File: config.mk
export PLATFORM = sky130hd
export DESIGN_NAME = spel_top
export DESIGN_NICKNAME = d
export VERILOG_FILES = /design/src/logic/spel_pkg.sv /design/src/logic/spel_top.sv
export SDC_FILE = /design/constraint.sdc
export NUM_CORES = 1
export LEC_CHECK = 0
export BUFFER_PORTS_ARGS = -buffer_cell sky130_fd_sc_hd__buf_4
export CAP_MARGIN = 20
export CORE_ASPECT_RATIO = 0.9
export CORE_MARGIN = 2
export CORE_UTILIZATION = 55
export DETAILED_ROUTE_END_ITERATION = 12
export PLACE_DENSITY = 0.84
export SLEW_MARGIN = 25
export SYNTH_ARGS = -nofsm -noshare
export SYNTH_HDL_FRONTEND = slang
export SYNTH_SLANG_ARGS = --single-unit
File: constraint.sdc
create_clock -name pclk -period 3.4 [get_ports pclk]
set_input_delay 0.51 -clock pclk [delete_from_list [all_inputs] [get_ports pclk]]
set_output_delay 0.51 -clock pclk [all_outputs]
set_load 0.1 [all_outputs]
File: src/logic/spel_pkg.sv
// constants and types for the serial port enable and link fault block
package spel_pkg;
	// ------------------------------------------------------------
	// register map (byte addresses)
	// ------------------------------------------------------------
	localparam logic [7:0] SPEL_CTRL_ADDR = 8'h00;
	localparam logic [7:0] SPEL_STATUS_ADDR = 8'h04;
	localparam logic [7:0] SPEL_LATCH_ADDR = 8'h08;
	// ------------------------------------------------------------
	// control register fields
	// ------------------------------------------------------------
	localparam int SPEL_CTRL_LOOP_BIT = 0;
	localparam int SPEL_CTRL_HALF_BIT = 1;
	localparam int SPEL_CTRL_TXCK_LSB = 2;
	localparam int SPEL_CTRL_SPD_LSB = 4;
	localparam int SPEL_CTRL_AMP_LSB = 6;
	localparam int SPEL_CTRL_INSEL_LSB = 8;
	localparam logic [11:0] SPEL_CTRL_RESET = 12'h000;
	// ------------------------------------------------------------
	// status register fields
	// ------------------------------------------------------------
	localparam int SPEL_STAT_LFN_LSB = 0;
	localparam int SPEL_STAT_PDN_LSB = 4;
	localparam int SPEL_STAT_CFGERR_BIT = 8;
	// ------------------------------------------------------------
	// latch reset values
	// ------------------------------------------------------------
	localparam logic [7:0] SPEL_OE_RESET = 8'h00;
	localparam logic [7:0] SPEL_BIST_RESET = 8'hff;
	localparam logic [7:0] SPEL_RX_RESET = 8'h00;
	// ------------------------------------------------------------
	// timing
	// ------------------------------------------------------------
	localparam int SPEL_CHAR_BITS = 10;
	localparam int SPEL_MULT_FULL = 10;
	localparam int SPEL_MULT_HALF = 20;
	localparam int SPEL_NO_TRANS_BITS = 60;
	localparam int SPEL_GOOD_CHARS = 3;
	localparam int SPEL_RANGE_PERIODS = 16000;
	localparam logic [1:0] SPEL_LVL_LOW = 2'h0;
	localparam logic [1:0] SPEL_LVL_MID = 2'h1;
	localparam logic [1:0] SPEL_LVL_HIGH = 2'h2;
	// amplitude class inputs: 0 below 140 mV, 1 >= 140 mV, 2 >= 280 mV, 3 >= 420 mV
	localparam logic [1:0] SPEL_AMP_140 = 2'h1;
	localparam logic [1:0] SPEL_AMP_280 = 2'h2;
	localparam logic [1:0] SPEL_AMP_420 = 2'h3;
	typedef enum logic [1:0] {SPEL_SET_LOW, SPEL_SET_MID, SPEL_SET_HIGH} spel_level_t;
endpackage : spel_pkg

File: src/logic/spel_top.sv
// serial driver enables, loopback, rate select and link fault per channel
//
// Decided for this implementation: the APB interface to the registers and the register addresses.
`timescale 1ns/1ps
`default_nettype none

module spel_top import spel_pkg::*; #(
	parameter int RANGE_PERIODS = SPEL_RANGE_PERIODS
) (
	input wire logic pclk,
	input wire logic presetn,
	input wire logic psel,
	input wire logic penable,
	input wire logic pwrite,
	input wire logic [7:0] paddr,
	input wire logic [31:0] pwdata,
	output logic [31:0] prdata,
	output logic pready,
	output logic pslverr,
	input wire logic test_reset_n,
	input wire logic [7:0] shared_enable_bus,
	input wire logic output_latch_en,
	input wire logic selftest_latch_en,
	input wire logic rx_channel_latch_en,
	input wire logic ref_clock,
	input wire logic [3:0] tx_serial,
	input wire logic [3:0] serial_in_pair_1,
	input wire logic [3:0] serial_in_pair_2,
	input wire logic [7:0] amp_class_1,
	input wire logic [7:0] amp_class_2,
	input wire logic [3:0] vco_in_range,
	output logic [7:0] serial_out_pair,
	output logic [7:0] driver_en,
	output logic [3:0] tx_chan_pwr_dn,
	output logic [3:0] bist_tx_en,
	output logic [3:0] bist_rx_en,
	output logic [3:0] rx_chan_en,
	output logic [3:0] cdr_data,
	output logic [4:0] bit_mult,
	output logic char_tick,
	output logic [3:0] link_fault_n
);
	// ------------------------------------------------------------
	// apb slave
	// ------------------------------------------------------------
	logic [11:0] ctrl_q;
	logic [7:0] oe_q;
	logic [7:0] bist_q;
	logic [7:0] rx_q;
	logic cfg_err;
	logic access;
	logic [31:0] rdata_d;
	logic addr_ok;

	assign access = psel && penable && !pready;

	always_comb begin
		rdata_d = 32'h0000_0000;
		addr_ok = 1'b1;
		unique case (paddr)
			SPEL_CTRL_ADDR: rdata_d[11:0] = ctrl_q;
			SPEL_STATUS_ADDR: begin
				rdata_d[SPEL_STAT_LFN_LSB +: 4] = link_fault_n;
				rdata_d[SPEL_STAT_PDN_LSB +: 4] = tx_chan_pwr_dn;
				rdata_d[SPEL_STAT_CFGERR_BIT] = cfg_err;
			end
			SPEL_LATCH_ADDR: rdata_d[23:0] = {rx_q, bist_q, oe_q};
			default: addr_ok = 1'b0;
		endcase
	end

	always_ff @(posedge pclk or negedge presetn) begin
		if (!presetn) begin
			pready <= 1'b0;
			pslverr <= 1'b0;
			prdata <= 32'h0000_0000;
		end else begin
			pready <= access;
			pslverr <= access && !addr_ok;
			if (access && !pwrite) begin
				prdata <= rdata_d;
			end
		end
	end

	always_ff @(posedge pclk or negedge presetn) begin
		if (!presetn) begin
			ctrl_q <= SPEL_CTRL_RESET;
		end else if (psel && penable && pready && pwrite && paddr == SPEL_CTRL_ADDR) begin
			ctrl_q <= pwdata[11:0];
		end
	end

	// ------------------------------------------------------------
	// static configuration decode
	// ------------------------------------------------------------
	logic loopback_select;
	logic ref_half_rate_sel;
	logic [1:0] tx_input_clock_sel;
	logic [3:0] line_input_sel;
	spel_level_t speed_range_sel;
	spel_level_t amplitude_threshold_sel;

	function automatic spel_level_t spel_decode(input logic [1:0] code);
		spel_level_t lvl;
		lvl = SPEL_SET_LOW;
		if (code == SPEL_LVL_MID) begin
			lvl = SPEL_SET_MID;
		end else if (code == SPEL_LVL_HIGH) begin
			lvl = SPEL_SET_HIGH;
		end
		return lvl;
	endfunction : spel_decode

	assign loopback_select = ctrl_q[SPEL_CTRL_LOOP_BIT];
	assign ref_half_rate_sel = ctrl_q[SPEL_CTRL_HALF_BIT];
	assign tx_input_clock_sel = ctrl_q[SPEL_CTRL_TXCK_LSB +: 2];
	assign line_input_sel = ctrl_q[SPEL_CTRL_INSEL_LSB +: 4];
	assign speed_range_sel = spel_decode(ctrl_q[SPEL_CTRL_SPD_LSB +: 2]);
	assign amplitude_threshold_sel = spel_decode(ctrl_q[SPEL_CTRL_AMP_LSB +: 2]);
	// flags half rate with a nonzero tx clock select, and half rate at the reserved low speed
	assign cfg_err = ref_half_rate_sel && (tx_input_clock_sel != SPEL_LVL_LOW
		|| speed_range_sel == SPEL_SET_LOW);

	// ------------------------------------------------------------
	// enable latches on the shared bus
	// ------------------------------------------------------------
	always_ff @(posedge pclk or negedge presetn) begin
		if (!presetn) begin
			oe_q <= SPEL_OE_RESET;
		end else if (!test_reset_n) begin
			oe_q <= SPEL_OE_RESET;
		end else if (output_latch_en) begin
			oe_q <= shared_enable_bus;
		end
	end

	always_ff @(posedge pclk or negedge presetn) begin
		if (!presetn) begin
			bist_q <= SPEL_BIST_RESET;
		end else if (!test_reset_n) begin
			bist_q <= SPEL_BIST_RESET;
		end else if (selftest_latch_en) begin
			bist_q <= shared_enable_bus;
		end
	end

	always_ff @(posedge pclk or negedge presetn) begin
		if (!presetn) begin
			rx_q <= SPEL_RX_RESET;
		end else if (!test_reset_n) begin
			rx_q <= SPEL_RX_RESET;
		end else if (rx_channel_latch_en) begin
			rx_q <= shared_enable_bus;
		end
	end

	// ------------------------------------------------------------
	// transmit clock multiplier
	// ------------------------------------------------------------
	logic [4:0] char_cnt_q;

	always_ff @(posedge pclk or negedge presetn) begin
		if (!presetn) begin
			bit_mult <= 5'(SPEL_MULT_FULL);
			char_cnt_q <= 5'h00;
			char_tick <= 1'b0;
		end else begin
			bit_mult <= ref_half_rate_sel ? 5'(SPEL_MULT_HALF) : 5'(SPEL_MULT_FULL);
			char_tick <= char_cnt_q == 5'(SPEL_CHAR_BITS - 1);
			char_cnt_q <= (char_cnt_q == 5'(SPEL_CHAR_BITS - 1)) ? 5'h00 : char_cnt_q + 5'h01;
		end
	end

	// ------------------------------------------------------------
	// reference edge and range control sampling
	// ------------------------------------------------------------
	logic ref_q;
	logic range_sample;
	logic [13:0] range_cnt_q;

	always_ff @(posedge pclk or negedge presetn) begin
		if (!presetn) begin
			ref_q <= 1'b0;
			range_cnt_q <= 14'h0000;
		end else begin
			ref_q <= ref_clock;
			if (ref_clock && !ref_q) begin
				range_cnt_q <= range_sample ? 14'h0000 : range_cnt_q + 14'h0001;
			end
		end
	end
	assign range_sample = ref_clock && !ref_q && range_cnt_q == 14'(RANGE_PERIODS - 1);

	// ------------------------------------------------------------
	// per channel transmit, recovery input and link fault
	// ------------------------------------------------------------
	for (genvar ch = 0; ch < 4; ch++) begin : g_ch
		logic sel_bit;
		logic [1:0] amp_class;
		logic [1:0] amp_need;
		logic amp_ok;
		logic [6:0] idle_q;
		logic [3:0] bit_q;
		logic char_trans_q;
		logic [1:0] good_q;
		logic trans_fault_q;
		logic force_q;

		always_ff @(posedge pclk or negedge presetn) begin
			if (!presetn) begin
				serial_out_pair[2*ch +: 2] <= 2'b00;
				driver_en[2*ch +: 2] <= 2'b00;
				tx_chan_pwr_dn[ch] <= 1'b1;
				bist_tx_en[ch] <= 1'b0;
				bist_rx_en[ch] <= 1'b0;
				rx_chan_en[ch] <= 1'b0;
			end else begin
				driver_en[2*ch +: 2] <= oe_q[2*ch +: 2];
				serial_out_pair[2*ch +: 2] <= oe_q[2*ch +: 2]
					& {2{loopback_select || tx_serial[ch]}};
				tx_chan_pwr_dn[ch] <= oe_q[2*ch +: 2] == 2'b00;
				bist_tx_en[ch] <= !bist_q[2*ch + 1];
				bist_rx_en[ch] <= !bist_q[2*ch];
				rx_chan_en[ch] <= rx_q[2*ch];
			end
		end

		// loopback routes transmit data, otherwise the chosen receiver
		assign sel_bit = loopback_select ? tx_serial[ch]
			: (line_input_sel[ch] ? serial_in_pair_2[ch] : serial_in_pair_1[ch]);
		assign amp_class = line_input_sel[ch] ? amp_class_2[2*ch +: 2] : amp_class_1[2*ch +: 2];

		always_comb begin
			amp_need = SPEL_AMP_140;
			unique case (amplitude_threshold_sel)
				SPEL_SET_LOW: amp_need = SPEL_AMP_140;
				SPEL_SET_MID: amp_need = SPEL_AMP_280;
				SPEL_SET_HIGH: amp_need = SPEL_AMP_420;
				default: amp_need = SPEL_AMP_140;
			endcase
		end
		assign amp_ok = loopback_select || amp_class >= amp_need;

		// transition density monitor on recovered bits
		always_ff @(posedge pclk or negedge presetn) begin
			if (!presetn) begin
				cdr_data[ch] <= 1'b0;
				idle_q <= 7'h00;
				bit_q <= 4'h0;
				char_trans_q <= 1'b0;
				good_q <= 2'h0;
				trans_fault_q <= 1'b1;
			end else begin
				cdr_data[ch] <= sel_bit;
				if (sel_bit != cdr_data[ch]) begin
					idle_q <= 7'h00;
				end else if (idle_q <= 7'(SPEL_NO_TRANS_BITS)) begin
					idle_q <= idle_q + 7'h01;
				end
				bit_q <= (bit_q == 4'(SPEL_CHAR_BITS - 1)) ? 4'h0 : bit_q + 4'h1;
				if (bit_q == 4'(SPEL_CHAR_BITS - 1)) begin
					char_trans_q <= 1'b0;
					if (char_trans_q || sel_bit != cdr_data[ch]) begin
						good_q <= (good_q == 2'(SPEL_GOOD_CHARS)) ? good_q : good_q + 2'h1;
					end else begin
						good_q <= 2'h0;
					end
				end else if (sel_bit != cdr_data[ch]) begin
					char_trans_q <= 1'b1;
				end
				if (idle_q > 7'(SPEL_NO_TRANS_BITS)) begin
					trans_fault_q <= 1'b1;
					good_q <= 2'h0;
				end else if (good_q == 2'(SPEL_GOOD_CHARS)) begin
					trans_fault_q <= 1'b0;
				end
			end
		end

		// range control forces the oscillator until the next sample
		always_ff @(posedge pclk or negedge presetn) begin
			if (!presetn) begin
				force_q <= 1'b0;
				link_fault_n[ch] <= 1'b0;
			end else begin
				if (range_sample) begin
					force_q <= !vco_in_range[ch];
				end
				link_fault_n[ch] <= amp_ok && !trans_fault_q && !force_q
					&& rx_q[2*ch];
			end
		end

		lf_disabled_a: assert property (@(posedge pclk) disable iff (!presetn)
			!rx_q[2*ch] |=> !link_fault_n[ch])
			else $error("disabled channel shows valid link");
		lf_forced_a: assert property (@(posedge pclk) disable iff (!presetn)
			force_q |=> !link_fault_n[ch])
			else $error("link valid while range forced");
		lf_idle_a: assert property (@(posedge pclk) disable iff (!presetn)
			idle_q > 7'(SPEL_NO_TRANS_BITS) |=> ##1 !link_fault_n[ch])
			else $error("no fault after idle bits");
		lf_valid_a: assert property (@(posedge pclk) disable iff (!presetn)
			link_fault_n[ch] |-> $past(amp_ok) && $past(rx_q[2*ch]))
			else $error("link valid without amplitude or enable");
		loop_route_a: assert property (@(posedge pclk) disable iff (!presetn)
			loopback_select |=> cdr_data[ch] == $past(tx_serial[ch]))
			else $error("loopback data not routed");
		in_route_a: assert property (@(posedge pclk) disable iff (!presetn)
			!loopback_select && line_input_sel[ch] |=> cdr_data[ch] == $past(serial_in_pair_2[ch]))
			else $error("second receiver not routed");
		loop_out_a: assert property (@(posedge pclk) disable iff (!presetn)
			loopback_select && oe_q[2*ch] |=> serial_out_pair[2*ch])
			else $error("loopback output not one");
		pwr_dn_a: assert property (@(posedge pclk) disable iff (!presetn)
			oe_q[2*ch +: 2] == 2'b00 |=> tx_chan_pwr_dn[ch] && !driver_en[2*ch])
			else $error("channel not powered down");
	end

	oe_hold_a: assert property (@(posedge pclk) disable iff (!presetn)
		!output_latch_en && test_reset_n |=> $stable(oe_q))
		else $error("output latch changed while closed");
	oe_pass_a: assert property (@(posedge pclk) disable iff (!presetn)
		output_latch_en && test_reset_n |=> ##1 driver_en == $past(shared_enable_bus, 2))
		else $error("enable bus not passed to drivers");
	oe_clear_a: assert property (@(posedge pclk) disable iff (!presetn)
		!test_reset_n |=> ##1 driver_en == SPEL_OE_RESET)
		else $error("test reset did not disable drivers");
	mult_sel_a: assert property (@(posedge pclk) disable iff (!presetn)
		ref_half_rate_sel [*2] |-> bit_mult == 5'(SPEL_MULT_HALF))
		else $error("multiplier not 20 in half rate");

endmodule : spel_top

`default_nettype wire

Word level (Yosys, flattened, before mapping)

Index checks and enable logic that the tools add are counted.

Bitwise operators: 4
Order comparisons: 12
Add/subtract/negate cells: 14
Eq/ne operators: 29
Reduce and logical (&&, ||, !) cells: 87
Multiplexer cells: 74

Operators with widths:

| kind                                                           | number |
|---|---|
| two-way mux 7 bit                                              | 8 |
| two-way mux 2 bit                                              | 24 |
| two-way mux 8 bit                                              | 6 |
| nonzero test 2 bit                                             | 17 |
| adder 7 x 1 -> 7 bit (second input constant)                   | 4 |
| greater-than comparator 7 x 6 -> 1 bit (second input constant) | 4 |
| <= comparator 7 x 6 -> 1 bit (second input constant)           | 4 |
| case mux 9 bit (3 select lines)                                | 1 |
| two-way mux 1 bit                                              | 25 |
| logical NOT 1 bit                                              | 24 |
| logical AND 1 bit                                              | 22 |
| adder 4 x 1 -> 4 bit (second input constant)                   | 4 |
| equality test 4 bit (second input constant)                    | 4 |
| two-way mux 4 bit                                              | 4 |
| adder 14 x 1 -> 14 bit (second input constant)                 | 1 |
| equality test 14 bit (second input constant)                   | 1 |
| equality test 2 bit (second input constant)                    | 7 |
| two-way mux 14 bit                                             | 1 |
| logical OR 1 bit                                               | 13 |
| two-way mux 12 bit                                             | 1 |
| inequality test 3 x 2 -> 1 bit (second input constant)         | 4 |
| logical NOT 2 bit                                              | 5 |
| two-way mux 5 bit                                              | 2 |
| adder 2 x 1 -> 2 bit (second input constant)                   | 4 |
| other kinds (14)                                               | 30 |

Output and inout port bits: 80
Word-level logic and storage cells: 288
Bits of input ports: 90
Bits in registers: 192

Depth between registers and ports, before layout

Gate-level depths: netlist of the first run.

Depth after elaboration: 10
Gate-level depth with buffers: 7
Depth with buffers taken out: 7

Worst setup path before layout of the first run

OpenSTA, ideal clock, no wires.

Path kind: register -> register
Start: register pready
End: register ctrl_q[10]
Clock period less this slack: 2,026 ps
Data required time: 3,275 ps
Path buffers: 1
Library setup time: 125 ps
Data arrival time: 1,900 ps
Path slack: 1,374 ps
Cell stages (with the launch flop): 5
Cells stage by stage: dfrtp_1 nand3_1 nor3_4 buf_12 mux2_4

Longest elaborated chain between the ends: 3

Ends and longest elaborated chain:

| what                            | RTL line       | source |
|---|---|---|
| from (decl)                     | spel_top.sv:18 | `output logic pready,` |
| from (signal assigned)          | spel_top.sv:78 | `pready <= access;` |
| logical AND 1 bit (3 in series) | spel_top.sv:89 | `end else if (psel && penable && pready && pwrite && paddr == SPEL_CTRL_ADDR) begin` |
| to (signal assigned)            | spel_top.sv:90 | `ctrl_q <= pwdata[11:0];` |
| to (decl)                       | spel_top.sv:46 | `logic [11:0] ctrl_q;` |

No other way between the ends.
A chain may end at the register's enable or synchronous reset.

Final worst setup path of the first run

Start: register g_ch[3].idle_q[0]
End: register g_ch[3].good_q[1]

Longest elaborated chain between the ends: 3
Elaborated cells between the ends (all ways): 5
Classes of those cells: 1 x order compare; 1 x eq/ne; 1 x mux; 2 x reduce/logical

Ends and longest elaborated chain:

| what                                                                                         | RTL line        | source |
|---|---|---|
| from (decl)                                                                                  | spel_top.sv:203 | `logic [6:0] idle_q;` |
| from (signal assigned)                                                                       | spel_top.sv:259 | `idle_q <= idle_q + 7'h01;` |
| greater-than comparator 7 x 6 -> 1 bit (*)                                                   | spel_top.sv:272 | `if (idle_q > 7'(SPEL_NO_TRANS_BITS)) begin` |
| inequality test 3 x 2 -> 1 bit (no source line) / nonzero test 2 bit (equally long branches) | --              |  |
| AND reduction 2 bit (no source line)                                                         | --              |  |
| to (signal assigned)                                                                         | spel_top.sv:265 | `good_q <= (good_q == 2'(SPEL_GOOD_CHARS)) ? good_q : good_q + 2'h1;` |
| to (decl)                                                                                    | spel_top.sv:206 | `logic [1:0] good_q;` |

Every way passes the cells marked *; elsewhere a longest branch is shown, timed or not.

==> results.txt, run 1 <==
----------------------------------------------------
[Floorplan]
  Total core area ... roughly 15000 um^2
  Number of rows in the core area ... 43
  Die Span Y ... ~120 um
  Initial standard-cell utilization of the core ... between 50% and 60%
  Die width ... approximately 140 um
  Total die area ... roughly 17000 um^2
  Total I/O pin count ... 170

[STA]
  Slew at the pin with the worst max-slew slack ... 827 ps
  Fmax ... between 0.5 and 0.6 GHz
  Number of hold-slack violations in the final timing report ... 0
  Tightest slew margin relative to the limit ... about 44%
  Setup violators final ... 0
  Number of pins with negative max-slew slack in the final report ... 0
  Clock Skew ... between 10 and 15 ps
  Tcrit/Tclk final ... between 50 and 60%
  Final period demand of the worst path ... approximately 1900 ps
  Setup repair after global routing missed its margin ... false
  Sum of negative setup slack ... 0 ps

[Power]
  Tot Pwr ... roughly 0.0054 W
  Static Leak ... about 5.0 nW
  Peak supply drop ... about 0.36 mV
  Areal power density over the cells ... 515 nW/um^2

[Clocking]
  Clock slew at reported path FFs ... 70 ps
  Clock insertion delay at the later pin of the skew report ... ~430 ps
  Buffer levels on the longest clock path ... 2
  Setup fix buffers added after clock tree synthesis ... 0
  Hold-fix buffers at CTS ... 0
  Clock net sink count ... ~190
  Number of H-tree branching levels ... 4
  Clock tree from TritonCTS ... yes
  Cells resized by post-CTS repair ... 0
  Clock Tree Root ... clkbuf_16
  Total CTS buffers ... 17

[Cells and area]
  Multi-input logic area ... roughly 3500 um^2
  Total non-filler cell area in the finished layout ... between 10000 and 15000 um^2
  Antenna diode count ... 0
  Fraction of layout cells with a size suffix above 1 ... around a quarter
  Area growth syn-to-layout ... 20.0%
  Number of nets in the finished design ... 1020
  Filler cells ... around 1100
  FF/Latch Area ... around 4800 um^2

[GRT]
  Global route total overflow ... 0
  Met3 track demand over resource in global routing ... roughly 5.9%
  Largest net degree at the start of global routing ... 80
  Antenna violations before repair ... 0
  Overall track demand over capacity in global routing ... 24.6%
  Number of global-route vias before repair ... 6081
  Wire length of the first global-routing pass ... approximately 31000 um
  GRT met2 Usage ... about 39%
  Met1 routing resource usage after global routing ... 32.4%
  Routing layer with the top usage in global route ... met2

[Detailed routing]
  Antenna Nets Post-Route ... 0
  Routed vias ... 6268
  First-pass detailed-route iteration total ... 5
  # DRC ... 0
  DR WL/cell ... roughly 18 um
  Drt initial violations ... around 490
  Post-Route WL ... around 20000 um
  Detailed-route vias per instance ... 5.57

[Yosys]
  Number of different library cells in the post-synthesis netlist ... 66
  Top-area cell type share of the netlist area ... 49.6%
  Average cell area after synthesis ... approximately 11 um^2
  FF+latch count, synth ... 189
  Number of instances in the synthesized netlist ... 772
  Total of warnings raised by yosys ... 0
  Sequential share of the synthesized area ... between 50% and 60%
  Leading cell types by total area after synthesis ... dfrtp_1 50%, mux2i_1 5.5%, dfstp_2 5.1%
  FFs w/ async S/R, synth ... between 90% and 100%
  Most frequently used flop master after synthesis ... dfrtp_1
  Count of flip-flops with a built-in enable after synthesis ... 0
  Top cell type by total area after synthesis ... dfrtp_1
  Cell area after synthesis ... a little under 9000 um^2

[Worst setup path]
  Category of the worst setup path capture point ... flop
  Maximum fanout along the worst path ... 6
  Kind of critical path ... flop to flop
  Worst Path Required ... between 3000 and 4000 ps
  Worst endpoint data arrival time ... 2210 ps
  Type of origin of the critical path ... flop

[Place]
  PortBufs ... 140
  Placed wire-length estimate ... ~14000 um
  Cell area after placement ... around 10000 um^2
  Routability congestion estimate ... between 0.8 and 0.9

[Outcome]
  Run status ... completed

[Min path]
  Kind of path behind the tightest hold check ... input pin to asynchronous set/reset pin

[Run]
  Max-capacitance violation count ... 0

----------------------------------------------------
-- cell families after synthesis --
kind of cell               after synthesis  synth area share [%]
adders and majority gates               20                  2.88
muxes                                   69                  8.69
buffers and inverters                   86                  4.69
DFF                                    189                  54.8
AOI/OAI and AO/OA                      145                  11.2
and+or+nand+nor                        224                  13.9
xor gates and xnor gates                38                  3.84
other                                    1                0.0432
-- critical path: stages, from the launching register on --
cell,delay [ps]
dfrtp_1,410
inv_1,70
ha_1,220
nor2b_1,330
a21oi_1,240
a41oi_1,350
o32ai_1,160
-- routing by layer --
layer  routed length (um)  part of all wire [%]
met1                 8400                    43
met2                 9320                    47
met3                 1280                   6.5
met4                  721                   3.7
met5                    0                     0
-- where the power goes --
group / switching (W) / internal [W]
sequential: 0.000143 / 0.00240
clock: 0.000926 / 0.000972
combinational: 0.000609 / 0.000307
-- registers in the layout (all words and copies together) (netlist names), 5 cells and up --
signal           count
prdata              24
oe_q                 8
g_ch.bit_q          16
bist_q               8
serial_out_pair      8
ctrl_q              12
range_cnt_q         14
char_cnt_q           5
g_ch.idle_q         28
driver_en            8
rx_q                 8
g_ch.good_q          8
-- final timing paths --
path | startpoint | endpoint | slack [ps] | depth (start not counted)
min in group pclk | ref_clock | ref_q$_DFF_PN0_ | 220 | 1
max in group asynchronous | presetn | g_ch[2].trans_fault_q$_DFFE_PN1P_ | 2440 | 2
hold / removal | presetn | bit_mult[2]$_DFF_PN0_ | 110 | 1
hold reg to reg | ctrl_q[1]$_DFFE_PN0P_ | bit_mult[2]$_DFF_PN0_ | 450 | 0
setup / recovery | g_ch[3].idle_q[0]$_DFFE_PN0P_ | g_ch[3].good_q[1]$_DFFE_PN0P_ | 1480 | 6
setup reg to reg | g_ch[3].idle_q[0]$_DFFE_PN0P_ | g_ch[3].good_q[1]$_DFFE_PN0P_ | 1480 | 6
-- cells in the final DEF (no fill, tap or decap), types with 8 or more instances in the layout --
cell	netlist	routed
xnor2_1	30	30
o21ai_1	12	12
inv_1	52	52
o21ai_0	21	21
a211oi_1	10	10
o211ai_1	8	8
o21a_1	8	8
xor2_1	8	8
a22o_1	16	16
mux2_2	11	11
a21oi_1	36	36
nand2_1	58	58
conb_1	1	9
mux2_4	10	10
buf_4	12	143
nor2_1	60	60
ha_1	20	20
mux2i_1	48	48
nand3_1	19	19
dfstp_2	17	17
nor3_1	8	8
dfrtp_1	172	172
nor2b_1	23	23
clkbuf_16	0	17
-- cells in the mapped netlist, types with 2 or more instances --
cell type	number
o211ai_1	8
nor3_1	8
mux2_2	11
a21o_1	2
inv_1	52
dfrtp_1	172
a211oi_1	10
nand4b_1	3
o311a_1	2
nor3b_1	5
ha_1	20
nand4_1	4
mux2i_1	48
nand2b_1	6
a31oi_1	5
o21ai_1	12
nor4b_1	4
buf_4	12
a22o_1	16
nor2b_1	23
and3_1	2
or3_1	6
and4_1	6
xor2_1	8
or4_1	2
nor4_4	2
buf_2	6
o21a_1	8
nand2_1	58
nor4bb_1	3
o21ai_0	21
nand3_1	19
a2111oi_0	3
a41oi_1	5
buf_6	2
nor2_1	60
dfstp_2	17
o22ai_1	6
mux2_4	10
o21ai_2	4
xnor2_1	30
a21oi_1	36
clkbuf_1	12
-- area by class of cell --
cell class              instances  area share [%]
repair buffers                145            10.6
clock buffers                  19            4.16
well taps                     202            2.43
multi-input cells             505            34.1
inverters                      52            1.88
clock inverters                13            1.18
flip-flops and latches        189            45.6
-- metrics by stage --
stage | setup slack, ps | hold WS [ps] | instances | util [%]
CTS | 1530 | 126 | 1125 | 67.4
global placement | 1130 | 432 | 1093 | 63.8
global route | 1290 | 156 | 1125 | 67.4
detailed placement | 1100 | 436 | 1093 | 63.8
finish | 1480 | 114 | 1125 | 67.4
floorplan | 1370 | 214 | 780 | -
Note: power is estimated with default switching activity, not from simulation.
==> inputs of run 2 (changes only) <==
--- a/config.mk
+++ b/config.mk
@@ -5,6 +5,7 @@
 export SDC_FILE = /design/constraint.sdc
 export NUM_CORES = 1
 export LEC_CHECK = 0
+export ABC_AREA = 1
 export BUFFER_PORTS_ARGS = -buffer_cell sky130_fd_sc_hd__buf_4
 export CAP_MARGIN = 20
 export CORE_ASPECT_RATIO = 0.9
==> constraint.sdc (replaced) <==
create_clock -name pclk -period 1.78 [get_ports pclk]
set_input_delay 0.267 -clock pclk [delete_from_list [all_inputs] [get_ports pclk]]
set_output_delay 0.267 -clock pclk [all_outputs]
set_load 0.1 [all_outputs]
==> run 2 against run 1 <==
Fmax is 21% higher. Register-to-register slack worse by 1300 ps. Sequential share of layout area is 0.63 points lower. Via count is 14% higher. Clock skew is 1.7 ps lower. Highest routed layer unchanged.
==> results.txt, run 2 <==
----------------------------------------------------
[Outcome]
  Run status ... completed

[Yosys]
  FFs w/ async S/R, synth ... between 90% and 100%
  Commonest cells in the netlist ... 226 x nand2_1, 172 x dfrtp_1, 157 x inv_1
  Leading cell types by total area after synthesis ... dfrtp_1 50%, nand2_1 9.8%, inv_1 6.8%
  Sequential share of the synthesized area ... between 50% and 60%
  Count of flip-flops with a built-in enable after synthesis ... 0
  FF+latch count, synth ... 189
  Average cell area after synthesis ... between 8 and 9 um^2
  Total of warnings raised by yosys ... 0
  Number of instances in the synthesized netlist ... around 1000
  Cell area after synthesis ... between 8000 and 9000 um^2
  Top cell type by total area after synthesis ... dfrtp_1
  Most frequently used cell type in the post-synthesis netlist ... nand2_1
  Top-area cell type share of the netlist area ... approximately half
  Most frequently used flop master after synthesis ... dfrtp_1
  Number of different library cells in the post-synthesis netlist ... a little over 40

[Place]
  PortBufs ... 140
  Cell area after placement ... 9960 um^2
  Minimum setup slack after placement ... 111 ps
  Routability congestion estimate ... roughly 0.92
  Placed wire-length estimate ... ~15000 um

[Detailed routing]
  DR WL/cell ... between 15 and 20 um
  Routed vias ... between 7000 and 8000
  First-pass detailed-route iteration total ... 6
  # DRC ... 0
  Antenna Nets Post-Route ... 0
  Detailed-route vias per instance ... approximately 5.2
  Post-Route WL ... between 20000 and 25000 um
  Drt initial violations ... 537

[Cells and area]
  Antenna diode count ... 0
  Total non-filler cell area in the finished layout ... approximately 11000 um^2
  Biggest registers after layout ... g_ch.idle_q (28), prdata (24), g_ch.bit_q (16)
  Top library cells by usage in the layout, fill and taps aside ... 226 x nand2_1, 171 x dfrtp_1, 156 x inv_1
  Number of nets in the finished design ... about 1300
  Filler cells ... between 1000 and 1500
  Fraction of layout cells with a size suffix above 1 ... 20.3%
  Area growth syn-to-layout ... 21.9%
  Largest register by flop count ... g_ch.idle_q
  Commonest non-fill, non-tap cell in the layout ... nand2_1
  Flip-flop count of the largest register after layout ... 28

[STA]
  Clock Skew ... around 11 ps
  Sum of negative setup slack ... 0 ps
  Number of hold-slack violations in the final timing report ... 0
  Tightest slew margin relative to the limit ... between 60% and 70%
  Final period demand of the worst path ... about 1600 ps
  Number of pins with negative max-slew slack in the final report ... 0
  Setup violators final ... 0
  Tcrit/Tclk final ... between 80 and 90%
  Setup repair after global routing missed its margin ... false
  Fmax ... roughly 0.63 GHz
  Final worst-path setup slack ... about 190 ps
  Slew at the pin with the worst max-slew slack ... between 500 and 600 ps

[Worst setup path]
  Start point of the critical path ... ctrl_q[11]$_DFFE_PN0P_
  Cells on worst reg2reg path ... 6
  Logic depth of the worst path, buffers included ... 6
  Worst-path cell with the longest stage delay ... dfrtp_1
  Kind of critical path ... flop to flop
  Worst endpoint data arrival time ... between 1500 and 2000 ps
  Maximum fanout along the worst path ... 6
  Sequence of cells on the critical path ... mux2i_1 -> ha_1 -> inv_1 -> nand2_1 -> o21ai_0 -> a211oi_1
  Origin of the critical flop-to-flop path ... ctrl_q[11]$_DFFE_PN0P_
  Capture point of the worst reg-to-reg path ... link_fault_n[3]$_DFF_PN0_
  Kind of cell with the highest combined delay on the critical path ... flip-flops
  Type of origin of the critical path ... flop
  Count of buffer and inverter cells on the critical path ... 1
  Capturing instance or port of the critical path ... link_fault_n[3]$_DFF_PN0_
  Reg-to-reg slack, setup ... ~190 ps
  Category of the worst setup path capture point ... flop
  Delay of the slowest critical-path stage ... about 550 ps
  Worst Path Required ... roughly 2100 ps

[GRT]
  Overall track demand over capacity in global routing ... a little over a quarter
  GRT met2 Usage ... approximately 43%
  Wire length of the first global-routing pass ... ~34000 um
  Number of global-route vias before repair ... a little under 7000
  Met3 track demand over resource in global routing ... approximately 5.9%
  Met1 routing resource usage after global routing ... roughly a third
  Largest net degree at the start of global routing ... 52
  Routing layer with the top usage in global route ... met2
  Antenna violations before repair ... 0
  Global route total overflow ... 0

[Floorplan]
  Initial standard-cell utilization of the core ... 56.3%
  Total I/O pin count ... between 150 and 200
  Total core area ... 15400 um^2
  Number of rows in the core area ... 43
  Total die area ... 16800 um^2
  Die width ... approximately 140 um
  Die Span Y ... between 100 and 150 um

[Clocking]
  Clock tree from TritonCTS ... yes
  Clock net sink count ... ~190
  Clock Tree Root ... clkbuf_16
  Buffer levels on the longest clock path ... 2
  Clock slew at reported path FFs ... approximately 70 ps
  Setup fix buffers added after clock tree synthesis ... 0
  Number of H-tree branching levels ... 4
  Total CTS buffers ... 17
  Clock insertion delay at the later pin of the skew report ... roughly 440 ps

[Power]
  Areal power density over the cells ... 970 nW/um^2
  Peak supply drop ... ~0.75 mV
  Static Leak ... about 5.7 nW
  Tot Pwr ... just over 0.01 W

[Run]
  Max-capacitance violation count ... 0

[Min path]
  Kind of path behind the tightest hold check ... input pin to flop
  Start point of the worst min-delay path ... vco_in_range[1]

----------------------------------------------------
==> run 2: cell types whose count changed after synthesis, sizes merged, moves of 25 or more <==
cell   delta
nand2   +167
inv     +111
nand3    +56
mux2i    -44
nor2     +34
o21ai    +26
xnor2    -25
==> run 2: how the worst min path moves through the flow <==
stage          slack, ps  cells past startpoint                     endpoint
2_1_floorplan        -30                      0      bist_rx_en[0]$_DFF_PN0_
3_3_place_gp         210                      1       prdata[19]$_DFFE_PN0P_
3_5_place_dp         210                      1       prdata[19]$_DFFE_PN0P_
4_1_cts                8                      2  g_ch[1].force_q$_DFFE_PN0P_
5_1_grt               10                      2  g_ch[1].force_q$_DFFE_PN0P_
6_report              20                      2  g_ch[1].force_q$_DFFE_PN0P_
==> run 2: area by class of cell <==
class | instances | area (um^2) | area share [%]
repair buffers | 160 | 1250 | 11.9
clock inverters | 12 | 85.1 | 0.806
well taps | 202 | 253 | 2.39
inverters | 163 | 612 | 5.80
flip-flops and latches | 189 | 4750 | 45.0
clock buffers | 20 | 457 | 4.33
multi-input cells | 626 | 3140 | 29.8
==> run 2: kinds of logic after synthesis <==
| logic type | share of synthesized area [%] |
|---|---|
| xor gates and xnor gates | 0.809 |
| adders and majority gates | 2.89 |
| buffers and inverters | 9.26 |
| DFF | 54.9 |
| other | 0.0433 |
| AOI/OAI and AO/OA | 9.81 |
| and+or+nand+nor | 21.9 |
| muxes | 0.462 |
==> run 2: layer usage <==
metal / routed length (um) / part of all wire, %
met4: 641 / 3.1
met5: 0 / 0
met3: 1470 / 7.1
met1: 8420 / 41
met2: 10100 / 49
==> run 2: where the power goes <==
group	total (W)	switching [W]	internal, W
Combinational	0.00191	0.00133	0.000583
Clock	0.00351	0.00164	0.00186
Sequential	0.00483	0.000221	0.00461
==> run 2: what timing repair did <==
item | 4_1_cts | 5_1_grt
gates resized for setup | 0 | 3
setup endpoints to repair | 0 | 5
endpoints found under the hold margin | 32 | 0
hold buffers | 5 | 0
==> run 2: stage by stage <==
| step | utilization [%] | std cells | hold WS [ps] |
|---|---|---|---|
| CTS | 68.6 | 1372 | 8.48 |
| floorplan | - | 1010 | -28.6 |
| global placement | 64.7 | 1335 | 209 |
| detailed placement | 64.7 | 1335 | 214 |
| global route | 68.6 | 1372 | 9.59 |
| finish | 68.6 | 1372 | 23.1 |
==> inputs of run 3 (changes only) <==
--- a/config.mk
+++ b/config.mk
@@ -12,7 +12,7 @@
 export CORE_MARGIN = 2
 export CORE_UTILIZATION = 55
 export DETAILED_ROUTE_END_ITERATION = 12
-export PLACE_DENSITY = 0.84
+export PLACE_DENSITY = 0.91
 export SLEW_MARGIN = 25
 export SYNTH_ARGS = -nofsm -noshare
 export SYNTH_HDL_FRONTEND = slang
==> run 3 against run 2 <==
Sequential power about the same. Wire length up 5.6%. Setup slack worse by 44 ps. Cell area about the same. Via count rose by 3.2%. Non-clock buffer count fell by 6. Fmax fell by 2.7%. First-iteration DRC count fell by 2.6%. Power is 3.5% higher. Clock skew is 1.1 ps higher. Core utilization about the same. Register-to-register slack worse by 40 ps. Critical path type unchanged. Critical endpoint is now link_fault_n[2]$_DFF_PN0_. Highest routed layer unchanged.
==> results.txt, run 3 (synthesized netlist as in run 2, its figures left out) <==
----------------------------------------------------
[Outcome]
  Run status ... completed

[Clocking]
  Clock slew at reported path FFs ... roughly 70 ps
  Total CTS buffers ... 17
  Clock tree from TritonCTS ... yes
  Clock net sink count ... ~190
  Buffer levels on the longest clock path ... 2
  Clock insertion delay at the later pin of the skew report ... ~440 ps
  Number of H-tree branching levels ... 4
  Setup fix buffers added after clock tree synthesis ... 0
  Clock Tree Root ... clkbuf_16

[Cells and area]
  Area growth syn-to-layout ... 22.0%
  Top library cells by usage in the layout, fill and taps aside ... 226 x nand2_1, 171 x dfrtp_1, 156 x inv_1
  Number of nets in the finished design ... roughly 1300
  Core Util, Final ... between 60% and 70%
  Flip-flop count of the largest register after layout ... 28
  Antenna diode count ... 0
  Fraction of layout cells with a size suffix above 1 ... 20.3%
  Total non-filler cell area in the finished layout ... between 10000 and 15000 um^2
  Biggest registers after layout ... g_ch.idle_q (28), prdata (24), g_ch.bit_q (16)
  Commonest non-fill, non-tap cell in the layout ... nand2_1
  Largest register by flop count ... g_ch.idle_q

[Worst setup path]
  Reg-to-reg slack, setup ... ~150 ps
  Worst endpoint data arrival time ... roughly 1900 ps
  Kind of critical path ... flop to flop
  Capturing instance or port of the critical path ... link_fault_n[2]$_DFF_PN0_
  Worst-path cell with the longest stage delay ... dfrtp_1
  Worst Path Required ... about 2100 ps
  Sequence of cells on the critical path ... mux2i_1 -> ha_1 -> inv_1 -> nand2_1 -> o21ai_0 -> a211oi_1
  Capture point of the worst reg-to-reg path ... link_fault_n[2]$_DFF_PN0_
  Type of origin of the critical path ... flop
  Origin of the critical flop-to-flop path ... ctrl_q[10]$_DFFE_PN0P_
  Maximum fanout along the worst path ... 6
  Delay of the slowest critical-path stage ... 490 ps
  Category of the worst setup path capture point ... flop
  Cells on worst reg2reg path ... 6
  Start point of the critical path ... ctrl_q[10]$_DFFE_PN0P_

[Floorplan]
  Initial standard-cell utilization of the core ... between 50% and 60%
  Total I/O pin count ... 170
  Number of rows in the core area ... between 40 and 50
  Total die area ... 16800 um^2
  Total core area ... approximately 15000 um^2
  Die Span Y ... around 120 um
  Die width ... between 100 and 150 um

[Detailed routing]
  Drt initial violations ... between 500 and 600
  Antenna Nets Post-Route ... 0
  # DRC ... 0
  DR WL/cell ... about 16 um
  Post-Route WL ... between 20000 and 25000 um
  Detailed-route vias per instance ... between 5 and 6
  Routed vias ... approximately 7400
  First-pass detailed-route iteration total ... 5

[STA]
  Final period demand of the worst path ... 1630 ps
  Setup violators final ... 0
  Number of pins with negative max-slew slack in the final report ... 0
  Tcrit/Tclk final ... about nine tenths
  Setup repair after global routing missed its margin ... false
  Number of hold-slack violations in the final timing report ... 0
  Fmax ... 0.613 GHz
  Tightest slew margin relative to the limit ... 61.3%
  Sum of negative setup slack ... 0 ps
  Slew at the pin with the worst max-slew slack ... roughly 580 ps
  Clock Skew ... between 10 and 15 ps

[GRT]
  Largest net degree at the start of global routing ... between 50 and 60
  Antenna violations before repair ... 0
  Wire length of the first global-routing pass ... about 35000 um
  Global route total overflow ... 0
  Overall track demand over capacity in global routing ... between 20% and 30%
  Number of global-route vias before repair ... slightly above 7000

[Min path]
  Kind of path behind the tightest hold check ... input pin to flop

[Power]
  Peak supply drop ... between 0.7 and 0.8 mV
  Areal power density over the cells ... about 1000 nW/um^2
  Static Leak ... around 5.7 nW

[Place]
  PortBufs ... between 100 and 150
  Placed wire-length estimate ... 15700 um
  Routability congestion estimate ... a little over 0.9
  Cell area after placement ... between 9000 and 10000 um^2

[Run]
  Max-capacitance violation count ... 0

----------------------------------------------------
-- run 3: cell types whose count changed in the layout (fill, tap and decap cells not counted), sizes merged --
cell and change:
clkinvlp +1, dlygate4sd3 -3, clkinv -3, clkbuf -2, inv +2, buf -3, bufinv +2
-- run 3: layout make-up --
class / instances / area, um^2
Fill cell: 1108 / 4820
Inverter: 163 / 612
Sequential cell: 189 / 4750
Clock inverter: 14 / 158
Tap cell: 202 / 253
Timing Repair Buffer: 154 / 1200
Multi-Input combinational cell: 626 / 3150
Clock buffer: 18 / 439
-- run 3: worst max-delay path, delay by kind of cell (launching register included) --
family,cells,cell delay [ps]
DFF,1,490
muxes,1,340
adders and majority gates,1,300
AOI/OAI and AO/OA,2,260
buffers and inverters,1,70
and+or+nand+nor,1,60
-- run 3: routing by layer --
layer  track usage, %  vias to the layer above  share of wire, %
li1                 -                     3452                 -
met1             33.0                     3534                38
met2             47.2                      333                51
met3             5.99                       56               7.8
met4             12.1                        0               3.3
met5                0                        -                 0
-- run 3: power breakdown --
part	switching, W	leakage [nW]	internal (W)
Combinational	0.00136	3.08	0.000584
Clock	0.00169	0.290	0.00213
Sequential	0.000227	2.34	0.00460
Total	0.00328	5.71	0.00732
-- run 3: stage by stage --
stage               setup WS [ps]  cells  total power (W)  hold slack [ps]
global placement              247   1332          0.00670              160
finish                        149   1366           0.0106             17.6
CTS                           157   1366           0.0106             8.92
floorplan                     147   1010          0.00621            -28.6
global route                 57.1   1366           0.0110             14.3
detailed placement            197   1332          0.00682              161
-- run 3: worst min-delay path by stage --
stage	startpoint	endpoint	slack, ps	cells after the start
final	vco_in_range[3]	g_ch[3].force_q$_DFFE_PN0P_	20	2
after global routing	vco_in_range[0]	g_ch[0].force_q$_DFFE_PN0P_	10	2
after CTS	vco_in_range[2]	g_ch[2].force_q$_DFFE_PN0P_	9	2
after detailed placement	presetn	g_ch[0].idle_q[4]$_DFFE_PN0P_	160	1
after global placement	presetn	g_ch[0].idle_q[5]$_DFFE_PN0P_	160	1
after floorplan	presetn	bist_rx_en[0]$_DFF_PN0_	-30	0
-- run 3: what timing repair did --
item | CTS | global route
gates resized for setup | 0 | 4
hold buffers | 2 | 0
endpoints found under the hold margin | 25 | 0
endpoints found under the setup margin | 0 | 4
